File: src/port_flags_pkg.sv
// constants shared by the serial port status and control slice
package port_flags_pkg;

  // ****************************************************************
  // register offsets on the plain register port
  // ****************************************************************
  localparam logic [2:0] OFS_CONTROL_ONE  = 3'h0;
  localparam logic [2:0] OFS_STATUS       = 3'h1;
  localparam logic [2:0] OFS_SHIFT_BUF    = 3'h2;
  localparam logic [2:0] OFS_SLAVE_ADDR   = 3'h3;
  localparam logic [2:0] OFS_MASTER_SEQ   = 3'h4;
  localparam logic [2:0] OFS_IRQ_STATUS   = 3'h5;
  localparam logic [2:0] OFS_IRQ_MASK     = 3'h6;

  // ****************************************************************
  // control one field positions
  // ****************************************************************
  localparam int CTL_WRITE_COLLISION_FLAG_POS  = 7;
  localparam int CTL_OVF_POS   = 6;
  localparam int CTL_EN_POS    = 5;
  localparam int CTL_CKR_POS   = 4;
  localparam int CTL_MODE_MSB  = 3;

  // ****************************************************************
  // status field positions
  // ****************************************************************
  localparam int ST_BF_POS     = 0;
  localparam int ST_UA_POS     = 1;
  localparam int ST_RW_POS     = 2;
  localparam int ST_RWV_POS    = 3;
  localparam int ST_IDLE_POS   = 4;

  // ****************************************************************
  // master sequence enable positions
  // ****************************************************************
  localparam int SEQ_START_POS = 0;
  localparam int SEQ_RSTRT_POS = 1;
  localparam int SEQ_STOP_POS  = 2;
  localparam int SEQ_RCV_POS   = 3;
  localparam int SEQ_ACK_POS   = 4;
  localparam int SEQ_W         = 5;

  // ****************************************************************
  // interrupt event positions
  // ****************************************************************
  localparam int IRQ_RX_POS    = 0;
  localparam int IRQ_UA_POS    = 1;
  localparam int IRQ_MATCH_POS = 2;
  localparam int IRQ_STOP_POS  = 3;
  localparam int IRQ_W         = 4;

  // ****************************************************************
  // reset values
  // ****************************************************************
  localparam logic [7:0] CONTROL_ONE_RST = 8'h00;
  localparam logic [7:0] SLAVE_ADDR_RST  = 8'h00;
  localparam logic [7:0] SHIFT_BUF_RST   = 8'h00;
  localparam logic [4:0] MASTER_SEQ_RST  = 5'h00;
  localparam logic [3:0] IRQ_MASK_RST    = 4'h0;

  // ****************************************************************
  // mode select codes
  // ****************************************************************
  localparam logic [3:0] MODE_SLV7       = 4'h6;
  localparam logic [3:0] MODE_SLV10      = 4'h7;
  localparam logic [3:0] MODE_MASTER     = 4'h8;
  localparam logic [3:0] MODE_FW_MASTER  = 4'hb;
  localparam logic [3:0] MODE_SLV7_IRQ   = 4'he;
  localparam logic [3:0] MODE_SLV10_IRQ  = 4'hf;

endpackage

File: src/sticky_irq_bank.sv
// sticky event bits with write-one-to-clear, a mask and one level interrupt
`timescale 1ns/1ps
`default_nettype none

module sticky_irq_bank #(
  parameter int W = 4
) (
  input  wire logic         core_clk_in,
  input  wire logic         nrst_in,
  input  wire logic         ce_in,
  input  wire logic [W-1:0] set_in,
  input  wire logic         clr_wr_in,
  input  wire logic         mask_wr_in,
  input  wire logic [W-1:0] wdata_in,
  output logic      [W-1:0] status_out,
  output logic      [W-1:0] mask_out,
  output logic              irq_out
);

  logic [W-1:0] pend_nxt;
  logic [W-1:0] mask_nxt;

  genvar gi;
  generate
    for (gi = 0; gi < W; gi++) begin : g_bit
      // an event in the clearing cycle survives
      assign pend_nxt[gi] = set_in[gi] | (status_out[gi] & ~(clr_wr_in & wdata_in[gi]));
    end
  endgenerate

  assign mask_nxt = mask_wr_in ? wdata_in : mask_out;

  always_ff @(posedge core_clk_in or negedge nrst_in) begin
    if (!nrst_in) begin
      status_out <= '0;
      mask_out   <= '0;
      irq_out    <= 1'b0;
    end else if (ce_in) begin
      status_out <= pend_nxt;
      mask_out   <= mask_nxt;
      irq_out    <= |(pend_nxt & mask_nxt);
    end
  end

endmodule

`default_nettype wire

File: src/i2c_port_status_flags.sv
// status flags and main control register of the i2c serial port
`timescale 1ns/1ps
`default_nettype none

module i2c_port_status_flags (
  input  wire logic       core_clk_in,
  input  wire logic       nrst_in,
  input  wire logic       ce_in,
  // register port
  input  wire logic [2:0] reg_addr_in,
  input  wire logic [7:0] reg_wdata_in,
  input  wire logic       reg_wr_in,
  input  wire logic       reg_rd_in,
  output logic      [7:0] reg_rdata_out,
  // events from the bus engine, same clock
  input  wire logic       addr_match_in,
  input  wire logic       addr_rw_in,
  input  wire logic       addr_upd_req_in,
  input  wire logic       start_det_in,
  input  wire logic       stop_det_in,
  input  wire logic       nack_det_in,
  input  wire logic       rx_done_in,
  input  wire logic [7:0] rx_byte_in,
  input  wire logic       tx_busy_in,
  input  wire logic [4:0] seq_done_in,
  // state toward the bus engine
  output logic            port_enable_out,
  output logic            clock_release_out,
  output logic      [3:0] mode_out,
  output logic      [4:0] seq_enable_out,
  output logic      [7:0] slave_addr_out,
  output logic      [7:0] tx_byte_out,
  output logic            tx_load_out,
  output logic            rw_bit_out,
  output logic            rw_valid_out,
  output logic            idle_out,
  output logic            irq_out
);

  // ****************************************************************
  // decode helpers
  // ****************************************************************
  function automatic logic is_master(input logic [3:0] m);
    is_master = (m == port_flags_pkg::MODE_MASTER) || (m == port_flags_pkg::MODE_FW_MASTER);
  endfunction

  function automatic logic is_ten_bit(input logic [3:0] m);
    is_ten_bit = (m == port_flags_pkg::MODE_SLV10) || (m == port_flags_pkg::MODE_SLV10_IRQ);
  endfunction

  function automatic logic is_slave(input logic [3:0] m);
    is_slave = (m == port_flags_pkg::MODE_SLV7) || (m == port_flags_pkg::MODE_SLV7_IRQ) ||
               is_ten_bit(m);
  endfunction

  // ****************************************************************
  // state
  // ****************************************************************
  logic [7:0] control_one_r;
  logic [7:0] control_one_nxt;
  logic [7:0] shift_buffer_reg_r;
  logic [7:0] shift_buffer_reg_nxt;
  logic [7:0] slave_address_reg_r;
  logic [7:0] slave_address_reg_nxt;
  logic [7:0] tx_byte_r;
  logic [4:0] seq_enable_r;
  logic [4:0] seq_enable_nxt;
  logic       buffer_full_flag_r;
  logic       buffer_full_flag_nxt;
  logic       address_update_needed_r;
  logic       address_update_needed_nxt;
  logic       rw_capt_r;
  logic       rw_capt_nxt;
  logic       rw_valid_r;
  logic       rw_valid_nxt;
  logic       tx_load_r;
  logic       idle_r;
  logic       idle_nxt;
  logic [7:0] rdata_r;
  logic [7:0] rdata_nxt;

  // ****************************************************************
  // access decode
  // ****************************************************************
  wire logic wr_ctl   = reg_wr_in && (reg_addr_in == port_flags_pkg::OFS_CONTROL_ONE);
  wire logic wr_buf   = reg_wr_in && (reg_addr_in == port_flags_pkg::OFS_SHIFT_BUF);
  wire logic wr_sadr  = reg_wr_in && (reg_addr_in == port_flags_pkg::OFS_SLAVE_ADDR);
  wire logic wr_seq   = reg_wr_in && (reg_addr_in == port_flags_pkg::OFS_MASTER_SEQ);
  wire logic wr_iclr  = reg_wr_in && (reg_addr_in == port_flags_pkg::OFS_IRQ_STATUS);
  wire logic wr_imask = reg_wr_in && (reg_addr_in == port_flags_pkg::OFS_IRQ_MASK);
  wire logic rd_buf   = reg_rd_in && (reg_addr_in == port_flags_pkg::OFS_SHIFT_BUF);

  wire logic [3:0] mode_sel = control_one_r[port_flags_pkg::CTL_MODE_MSB:0];
  wire logic       enabled  = control_one_r[port_flags_pkg::CTL_EN_POS];
  wire logic       in_slave = enabled && is_slave(mode_sel);
  wire logic       in_mast  = enabled && is_master(mode_sel);

  // engine events other than seq_done_in count only while the port is switched on
  wire logic ev_match = enabled && addr_match_in;
  wire logic ev_rx    = enabled && rx_done_in;
  wire logic ev_stop  = enabled && stop_det_in;
  wire logic ev_end   = enabled && (start_det_in || stop_det_in || nack_det_in);

  // ****************************************************************
  // control one
  // ****************************************************************
  // collision: buffer written while a transfer still runs
  wire logic set_write_collision_flag = enabled && wr_buf && tx_busy_in;
  // overflow: a byte arrives while the previous one is unread
  wire logic set_ovf  = ev_rx && buffer_full_flag_r && !rd_buf;

  always_comb begin
    // both flags are also writable to zero, which is how software clears them
    control_one_nxt = wr_ctl ? reg_wdata_in : control_one_r;
    // hardware set wins over a software write of zero
    if (set_write_collision_flag) begin
      control_one_nxt[port_flags_pkg::CTL_WRITE_COLLISION_FLAG_POS] = 1'b1;
    end
    if (set_ovf) begin
      control_one_nxt[port_flags_pkg::CTL_OVF_POS] = 1'b1;
    end
  end

  // ****************************************************************
  // shift buffer and buffer-full flag
  // ****************************************************************
  // an overflowing byte is dropped so the unread one is kept
  assign shift_buffer_reg_nxt = (ev_rx && !set_ovf) ? rx_byte_in : shift_buffer_reg_r;

  // set on arrival, cleared by reading the buffer; arrival wins
  assign buffer_full_flag_nxt = ev_rx ? 1'b1 : (rd_buf ? 1'b0 : buffer_full_flag_r);

  // ****************************************************************
  // slave address and update request
  // ****************************************************************
  assign slave_address_reg_nxt = wr_sadr ? reg_wdata_in : slave_address_reg_r;

  // reload by software lowers the flag unless a new request lands
  assign address_update_needed_nxt =
    (in_slave && is_ten_bit(mode_sel) && addr_upd_req_in) ? 1'b1 :
    ((wr_sadr || !is_ten_bit(mode_sel) || !enabled) ? 1'b0 : address_update_needed_r);

  // ****************************************************************
  // direction bit capture and its validity window
  // ****************************************************************
  assign rw_capt_nxt  = (in_slave && ev_match) ? addr_rw_in : rw_capt_r;
  // a match in the same cycle as an ending condition opens a new window
  assign rw_valid_nxt = (in_slave && ev_match) ? 1'b1 :
                        ((ev_end || !in_slave) ? 1'b0 : rw_valid_r);

  // ****************************************************************
  // master sequence enables
  // ****************************************************************
  // writes outside master mode are dropped so a slave can never launch a sequence
  genvar gs;
  generate
    for (gs = 0; gs < port_flags_pkg::SEQ_W; gs++) begin : g_seq
      // the engine lowers an enable when its sequence finishes
      assign seq_enable_nxt[gs] = (wr_seq && in_mast) ? reg_wdata_in[gs] :
                                  (seq_done_in[gs] ? 1'b0 : seq_enable_r[gs]);
    end
  endgenerate

  // ****************************************************************
  // idle derivation
  // ****************************************************************
  // bit 2 of status means transmit-in-progress for a master, direction for a slave
  wire logic dir_or_tx = in_mast ? tx_busy_in : (rw_capt_r & rw_valid_r);
  assign idle_nxt = !(dir_or_tx || (|seq_enable_r));

  // ****************************************************************
  // interrupts
  // ****************************************************************
  logic [port_flags_pkg::IRQ_W-1:0] irq_set;
  logic [port_flags_pkg::IRQ_W-1:0] irq_status;
  logic [port_flags_pkg::IRQ_W-1:0] irq_mask;

  always_comb begin
    irq_set = '0;
    irq_set[port_flags_pkg::IRQ_RX_POS]    = ev_rx;
    irq_set[port_flags_pkg::IRQ_UA_POS]    = address_update_needed_nxt && !address_update_needed_r;
    irq_set[port_flags_pkg::IRQ_MATCH_POS] = in_slave && ev_match;
    irq_set[port_flags_pkg::IRQ_STOP_POS]  = ev_stop;
  end

  // the bank shares the enable, so a frozen port neither loses nor invents an event
  sticky_irq_bank #(
    .W (port_flags_pkg::IRQ_W)
  ) u_irq (
    .core_clk_in (core_clk_in),
    .nrst_in     (nrst_in),
    .ce_in       (ce_in),
    .set_in      (irq_set),
    .clr_wr_in   (wr_iclr),
    .mask_wr_in  (wr_imask),
    .wdata_in    (reg_wdata_in[port_flags_pkg::IRQ_W-1:0]),
    .status_out  (irq_status),
    .mask_out    (irq_mask),
    .irq_out     (irq_out)
  );

  // ****************************************************************
  // read mux
  // ****************************************************************
  // outside its valid window bit 2 keeps a stale direction; software must test bit 3 first
  logic [7:0] status_word;

  always_comb begin
    status_word = 8'h00;
    status_word[port_flags_pkg::ST_BF_POS]   = buffer_full_flag_r;
    status_word[port_flags_pkg::ST_UA_POS]   = address_update_needed_r;
    status_word[port_flags_pkg::ST_RW_POS]   = in_mast ? tx_busy_in : rw_capt_r;
    status_word[port_flags_pkg::ST_RWV_POS]  = rw_valid_r;
    status_word[port_flags_pkg::ST_IDLE_POS] = idle_r;
  end

  // idle cycles return zero so a late sample never shows a stale register
  always_comb begin
    rdata_nxt = 8'h00;
    if (reg_rd_in) begin
      case (reg_addr_in)
        port_flags_pkg::OFS_CONTROL_ONE: rdata_nxt = control_one_r;
        port_flags_pkg::OFS_STATUS:      rdata_nxt = status_word;
        port_flags_pkg::OFS_SHIFT_BUF:   rdata_nxt = shift_buffer_reg_r;
        port_flags_pkg::OFS_SLAVE_ADDR:  rdata_nxt = slave_address_reg_r;
        port_flags_pkg::OFS_MASTER_SEQ:  rdata_nxt = {3'h0, seq_enable_r};
        port_flags_pkg::OFS_IRQ_STATUS:  rdata_nxt = {4'h0, irq_status};
        port_flags_pkg::OFS_IRQ_MASK:    rdata_nxt = {4'h0, irq_mask};
        default:                         rdata_nxt = 8'h00;
      endcase
    end
  end

  // ****************************************************************
  // registers
  // ****************************************************************
  always_ff @(posedge core_clk_in or negedge nrst_in) begin
    if (!nrst_in) begin
      control_one_r           <= port_flags_pkg::CONTROL_ONE_RST;
      shift_buffer_reg_r      <= port_flags_pkg::SHIFT_BUF_RST;
      slave_address_reg_r     <= port_flags_pkg::SLAVE_ADDR_RST;
      seq_enable_r            <= port_flags_pkg::MASTER_SEQ_RST;
      buffer_full_flag_r      <= 1'b0;
      address_update_needed_r <= 1'b0;
      rw_capt_r               <= 1'b0;
      rw_valid_r              <= 1'b0;
      idle_r                  <= 1'b1;
      rdata_r                 <= 8'h00;
    end else if (ce_in) begin
      control_one_r           <= control_one_nxt;
      shift_buffer_reg_r      <= shift_buffer_reg_nxt;
      slave_address_reg_r     <= slave_address_reg_nxt;
      seq_enable_r            <= seq_enable_nxt;
      buffer_full_flag_r      <= buffer_full_flag_nxt;
      address_update_needed_r <= address_update_needed_nxt;
      rw_capt_r               <= rw_capt_nxt;
      rw_valid_r              <= rw_valid_nxt;
      idle_r                  <= idle_nxt;
      rdata_r                 <= rdata_nxt;
    end
  end

  // tx path: a refused write (collision) loads nothing
  wire logic tx_accept = wr_buf && enabled && !tx_busy_in;

  always_ff @(posedge core_clk_in or negedge nrst_in) begin
    if (!nrst_in) begin
      tx_byte_r <= 8'h00;
      tx_load_r <= 1'b0;
    end else if (ce_in) begin
      tx_load_r <= tx_accept;
      if (tx_accept) begin
        tx_byte_r <= reg_wdata_in;
      end
    end
  end

  // ****************************************************************
  // outputs
  // ****************************************************************
  assign reg_rdata_out     = rdata_r;
  assign port_enable_out   = control_one_r[port_flags_pkg::CTL_EN_POS];
  assign clock_release_out = control_one_r[port_flags_pkg::CTL_CKR_POS];
  assign mode_out          = control_one_r[port_flags_pkg::CTL_MODE_MSB:0];
  assign seq_enable_out    = seq_enable_r;
  assign slave_addr_out    = slave_address_reg_r;
  assign tx_byte_out       = tx_byte_r;
  assign tx_load_out       = tx_load_r;
  assign rw_bit_out        = rw_capt_r;
  assign rw_valid_out      = rw_valid_r;
  assign idle_out          = idle_r;

endmodule

`default_nettype wire

File: config.mk
export PLATFORM = sky130hd
export DESIGN_NAME = i2c_port_status_flags
export DESIGN_NICKNAME = d
export VERILOG_FILES = /design/src/port_flags_pkg.sv /design/src/sticky_irq_bank.sv /design/src/i2c_port_status_flags.sv
export SDC_FILE = /design/constraint.sdc
export NUM_CORES = 1
export LEC_CHECK = 0
export BUFFER_PORTS_ARGS = -buffer_cell sky130_fd_sc_hd__buf_2
export CORE_MARGIN = 1
export CORE_UTILIZATION = 45
export DETAILED_ROUTE_END_ITERATION = 6
export HOLD_SLACK_MARGIN = 0.03
export PLACE_DENSITY_LB_ADDON = 0.15
export SLEW_MARGIN = 15
export SYNTH_ARGS = -nofsm -noshare
export SYNTH_HDL_FRONTEND = slang
export SYNTH_SLANG_ARGS = --single-unit
File: constraint.sdc
create_clock -name core_clk_in -period 2.1 [get_ports core_clk_in]
set_clock_uncertainty 0.1 [all_clocks]
set_input_delay 0.42 -clock core_clk_in [delete_from_list [all_inputs] [get_ports core_clk_in]]
set_output_delay 0.42 -clock core_clk_in [all_outputs]
set_load 0.01 [all_outputs]
# After elaboration in Yosys (flattened, before gate mapping)
# Index checks and enable logic that the tools add are counted.
[totals]
inputBits = 37
regBits = 60
wordCells = 143
output_inout_bits = 40
[classes]
eq_ne = 12
bitwise_logic = 18
reduce_logical = 68
n_mux = 24
[op_table]
columns = ["cell", "count"]
rows = [
  ["$pmux W8 S7", 1],
  ["$reduce_and A2 Y1", 14],
  ["$logic_and A1 B1 Y1", 24],
  ["$mux W1", 20],
  ["$reduce_bool A2 Y1", 9],
  ["$eq A4 B4 Y1 const B", 4],
  ["$mux W8", 2],
  ["$logic_or A1 B1 Y1", 10],
  ["$and A1 B1 Y1", 9],
  ["$eq A3 B3 Y1 const B", 3],
  ["$eq A4 B3 Y1 const B", 2],
  ["$logic_not A1 Y1", 8],
  ["$eq A3 B2 Y1 const B", 2],
  ["$reduce_or A5 Y1", 1],
  ["$and A4 B4 Y4", 1],
  ["$mux W4", 1],
  ["$not A1 Y1", 4],
  ["$or A1 B1 Y1", 4],
  ["$reduce_or A4 Y1", 1],
  ["$eq A3 B1 Y1 const B", 1],
  ["$logic_not A3 Y1", 1],
]

# Logic depth before layout (Yosys ltp)
[depth]
ltp_word = 11
depth_mapped = 7
mapped_depth_nobuf = 5

# Hierarchy
# Synthesis repeated with hierarchy kept, for this count alone.
[hier_totals]
cells_unflattened = 246
area_unflattened_um2 = 3045.4
[modules_own_cells]
columns = ["mod", "seq_area_each_um2", "n_inst", "area_each_um2", "cells_per_inst"]
rows = [
  ["i2c_port_status_flags", 1277.5, 1, 2572.5, 208],
  ["sticky_irq_bank", 225.2, 1, 473.0, 38],
]

# Worst setup path before layout
# OpenSTA, ideal clock, no wires.
[synth_timing]
kind = "in2reg"
from = "input port ce_in"
to = "register tx_byte_r[0] (netlist: tx_byte_out[0])"
setup_time_ps = 125
required_ps = 1875
setup_slack_ps = 420
arrival_time_ps = 1455
stages = 6
path_buffers = 1
path_cell_list = "buf_4 and2b_1 and2_4 nand3_2 nor2_4 mux2_2"
[synth_between]
elab_chain_cells = 1
[synth_rtl]
columns = ["element", "line_no", "source"]
rows = [
  ["start, declared", "i2c_port_status_flags.sv:8", "input wire logic ce_in,"],
  ["$reduce_and A2 Y1 (no line)", "n/a", ""],
  ["end signal, assigned", "i2c_port_status_flags.sv:273", "tx_byte_r <= reg_wdata_in;"],
  ["end, declared", "i2c_port_status_flags.sv:65", "logic [7:0] tx_byte_r;"],
]
# No other way between the ends.
# A chain may end at the register's enable or synchronous reset.

# Worst setup path in the final report
[layout_timing]
from = "register control_one_r[1]"
to = "register seq_enable_r[4] (netlist: seq_enable_out[4])"
[layout_between]
elab_chain_cells = 6
word_cells_on_any_way = 8
cone_classes = "eq/ne: 2; mux: 1; reduce/logical: 5"
[layout_rtl]
columns = ["element", "line_no", "source"]
rows = [
  ["start, declared", "i2c_port_status_flags.sv:59", "logic [7:0] control_one_r;"],
  ["start signal, assigned", "i2c_port_status_flags.sv:239", "control_one_r <= port_flags_pkg::CONTROL_ONE_RST;"],
  ["start signal, assigned", "i2c_port_status_flags.sv:250", "control_one_r <= control_one_nxt;"],
  ["$eq A4 B4 Y1", "i2c_port_status_flags.sv:44", "is_master = (m == port_flags_pkg::MODE_MASTER) || (m == port_flags_pkg::MODE_FW_MASTER);"],
  ["$logic_or A1 B1 Y1 (*)", "i2c_port_status_flags.sv:44", ""],
  ["$logic_and A1 B1 Y1 (*)", "i2c_port_status_flags.sv:96", "wire logic in_mast = enabled && is_master(mode_sel);"],
  ["$logic_and A1 B1 Y1 (*)", "i2c_port_status_flags.sv:159", "assign seq_enable_nxt[gs] = (wr_seq && in_mast) ? reg_wdata_in[gs] :"],
  ["$reduce_bool A2 Y1 (no line)", "n/a", ""],
  ["$reduce_and A2 Y1 (no line)", "n/a", ""],
  ["end signal, assigned", "i2c_port_status_flags.sv:242", "seq_enable_r <= port_flags_pkg::MASTER_SEQ_RST;"],
  ["end signal, assigned", "i2c_port_status_flags.sv:253", "seq_enable_r <= seq_enable_nxt;"],
  ["end, declared", "i2c_port_status_flags.sv:66", "logic [4:0] seq_enable_r;"],
]
# Mark *: on every way between the ends. The rest lies on a longest branch, timed or not.

==> results.toml <==
[global_routing]
gr-usage-all-layers = 0.2397
use_met3 = 0.04970
met2_usage = 0.3629
grt_pass1_vias = 2332
grt.busiest_layer = "met2"
antenna_found_initial = 0
grtUsageMet1 = 0.3399
overflow = 0
grt_pass1_wl_microns = 12560
grt_max_degree = 41

[synthesis]
synth.area.top_cells = "dfrtp_1, mux2_2, nand2_1, mux2i_1, o21ai_0"
synth.distinct_cells = 48
synth_edf_count = 0
syn_avg_cell_area_sq_um = 11.07
ys_async_sr_fraction = 1.000
synth_top_area_cell = "dfrtp_1"
yosys_warnings = 0
synth_top_flop_cell = "dfrtp_1"
syn-num-nets = 304
synth_cells = 267
ys_seq_area_frac = 0.5083
synth_common_cells = "dfrtp_1, nand2_1, mux2_2, o21ai_0"
syn_area_sq_um = 2957
yosysMostFrequentCell = "dfrtp_1"
ys_ff_latch = 60
yosys.area.top_type_share = 0.4994

[timing]
slew_violations = 0
clock.fmax_mhz = 531.3
fin_crit_ns = 1.882
post-route-period-util = 0.8964
setup_viol = 0
finalHoldWorstSlack_ns = 0.2080
rsz0062_at_grt = "no"
timing.setup.tns_ns = 0
hold_violations = 0
slew_headroom = 0.6684
worst_pin_slew_ns = 0.4973

[setup_path]
crit_path_max_incr_delay_ns = 0.43
critPathRequiredTime_ns = 2.21
path_depth = 5
crit_arrival_ns = 1.99
crit_path_max_fanout = 10
r2r_cells = 5
end_kind = "flop"
crit_type = "reg -> reg"
cp_top_family = "simple AND/OR/NAND/NOR gates"
cp_slowest_cell = "dfrtp_1"
crit_chain = "xor2_1 > nor3_2 > nand4_2 > nand3_1 > o21ai_0"
path_buf_inv = 0
start_kind = "flop"

[finish]
n_antenna_cell = 0
layout.nets = 386
fillers = 554
drive_gt1_frac = 0.4096
syn_to_final_growth_pct = 23.53

[power]
leakage_nw = 1.847
ir_worst_vdd_mv = 0.7317
powerDensity_nw_per_um2 = 917.6

[die]
die_w_microns = 83.06
fp.coreArea_sq_um = 6350
start_util = 0.4656
io_pins = 77
die_area_sq_um = 6898
rows = 29
die_y_microns = 83.06

[cts]
clock_path_buffers = 2
post_cts_buffers = 0
cts-resized-gates = 0
cts-hold-fix-buffers = 1
clockRootBuffer = "clkbuf_8"
worstSkewPairLatency_ns = 0.34
numCtsBuffers = 9
cts_tree = "built"
path_clk_slew_ns = 0.07
cts.sinks = 60
htreeDepth = 3

[placement]
port_buffers = 76
dp_hpwl_microns = 5705
place_congestion = 0.8722

[outcome]
status = "complete, no violations"

[min_path]
hold_path.class = "in -> reg"
holdPathStages = 2

[route]
vias = 2400
via_per_inst = 5.568
ant_nets = 0
drcViolationCount = 0
firstDrtPassIters = 4
drt_iter0_markers = 235
wl_microns = 7748
wire_per_inst_microns = 17.98

[run]
maxCapViolCount = 0
[cells by family after synthesis]
group | synth area share
flops | 0.5083
mux | 0.1705
buf+inv | 0.04486
xor+xnor | 0.002963
simple gates | 0.1371
compound gates | 0.1363
[cell type report]
| type | count | area (sq um) | share of cell area |
|---|---|---|---|
| Inverter | 9 | 33.78 | 0.009250 |
| Multi-Input combinational cell | 181 | 1321 | 0.3618 |
| Sequential cell | 60 | 1503 | 0.4114 |
| Clock inverter | 6 | 87.58 | 0.02398 |
| Timing Repair Buffer | 88 | 473.0 | 0.1295 |
| Clock buffer | 10 | 137.6 | 0.03768 |
| Tap cell | 77 | 96.34 | 0.02638 |
[state kept, by name, summed over array words and instances (netlist names)]
signal	flops
address_update_needed_r	1
buffer_full_flag_r	1
control_one_r	8
idle_out	1
reg_rdata_out	8
rw_bit_out	1
rw_valid_out	1
seq_enable_out	5
shift_buffer_reg_r	8
slave_addr_out	8
tx_byte_out	8
tx_load_out	1
u_irq.irq_out	1
u_irq.mask_out	4
u_irq.status_out	4
[power by group]
group	internal (mW)	leakage [nW]	total [mW]	switching, mW
logic	0.332	0.959	0.669	0.338
registers	1.35	0.772	1.51	0.158
clock network	0.700	0.116	1.17	0.472
total	2.38	1.85	3.35	0.968
[cells in the final DEF (no fill, tap or decap), drive strengths merged, types with 2 or more instances in the layout]
cell type  synthesis  final
a21oi              9      9
nand3             12     12
mux2i             11     11
and3               2      2
bufinv             0      2
o2bb2ai            7      7
inv                9      9
a32o               2      2
nor3b              2      2
nor3               3      3
clkinv             0      4
a31oi              3      3
o22ai              3      3
a22oi              6      6
nand3b             3      3
clkbuf             6     10
buf               11     87
nor2b              3      3
o21ai             20     20
and2               3      3
dfrtp             59     59
nand2             36     36
nor2               7      7
mux2              31     31
and2b              2      2
mux4               2      2
[metal layers]
layer | part of all wire | routed length, microns
met5 | 0 | 0
met4 | 0.016 | 123
met3 | 0.054 | 421
met2 | 0.46 | 3545
met1 | 0.47 | 3658
[worst paths after layout]
path                                              start                                  end  slack [ns]
max                        control_one_r[1]$_DFFE_PN0P_        seq_enable_out[4]$_DFFE_PN0P_        0.22
min                                       rx_byte_in[5]    shift_buffer_reg_r[5]$_DFFE_PN0P_        0.21
max reg2reg                control_one_r[1]$_DFFE_PN0P_        seq_enable_out[4]$_DFFE_PN0P_        0.22
min reg2reg                reg_rdata_out[0]$_DFFE_PN0P_         reg_rdata_out[0]$_DFFE_PN0P_        0.38
max in group asynchronous                       nrst_in    shift_buffer_reg_r[3]$_DFFE_PN0P_        0.96
min in group asynchronous                       nrst_in  address_update_needed_r$_DFFE_PN0P_        0.50
[worst register-to-register path, delay by kind of cell (launching register included)]
family | cells | cell delay, ns
AND/OR/NAND/NOR | 3 | 0.93
flip-flops | 1 | 0.43
XOR/XNOR | 1 | 0.19
AO/OA/AOI/OAI | 1 | 0.10
[through the flow]
stage / util / cells / worst slack (ns) / total power [mW] / cell area (sq um)
floorplan: - / 267 / 0.4202 / 1.904 / 2957
global placement: 0.5381 / 414 / 0.1645 / 2.179 / 3417
detailed placement: 0.5381 / 414 / 0.1015 / 2.200 / 3417
CTS: 0.5752 / 431 / 0.2369 / 3.368 / 3652
global route: 0.5752 / 431 / 0.1464 / 3.524 / 3652
finish: 0.5752 / 431 / 0.2177 / 3.351 / 3652
Note: power is estimated with default switching activity, not from simulation.
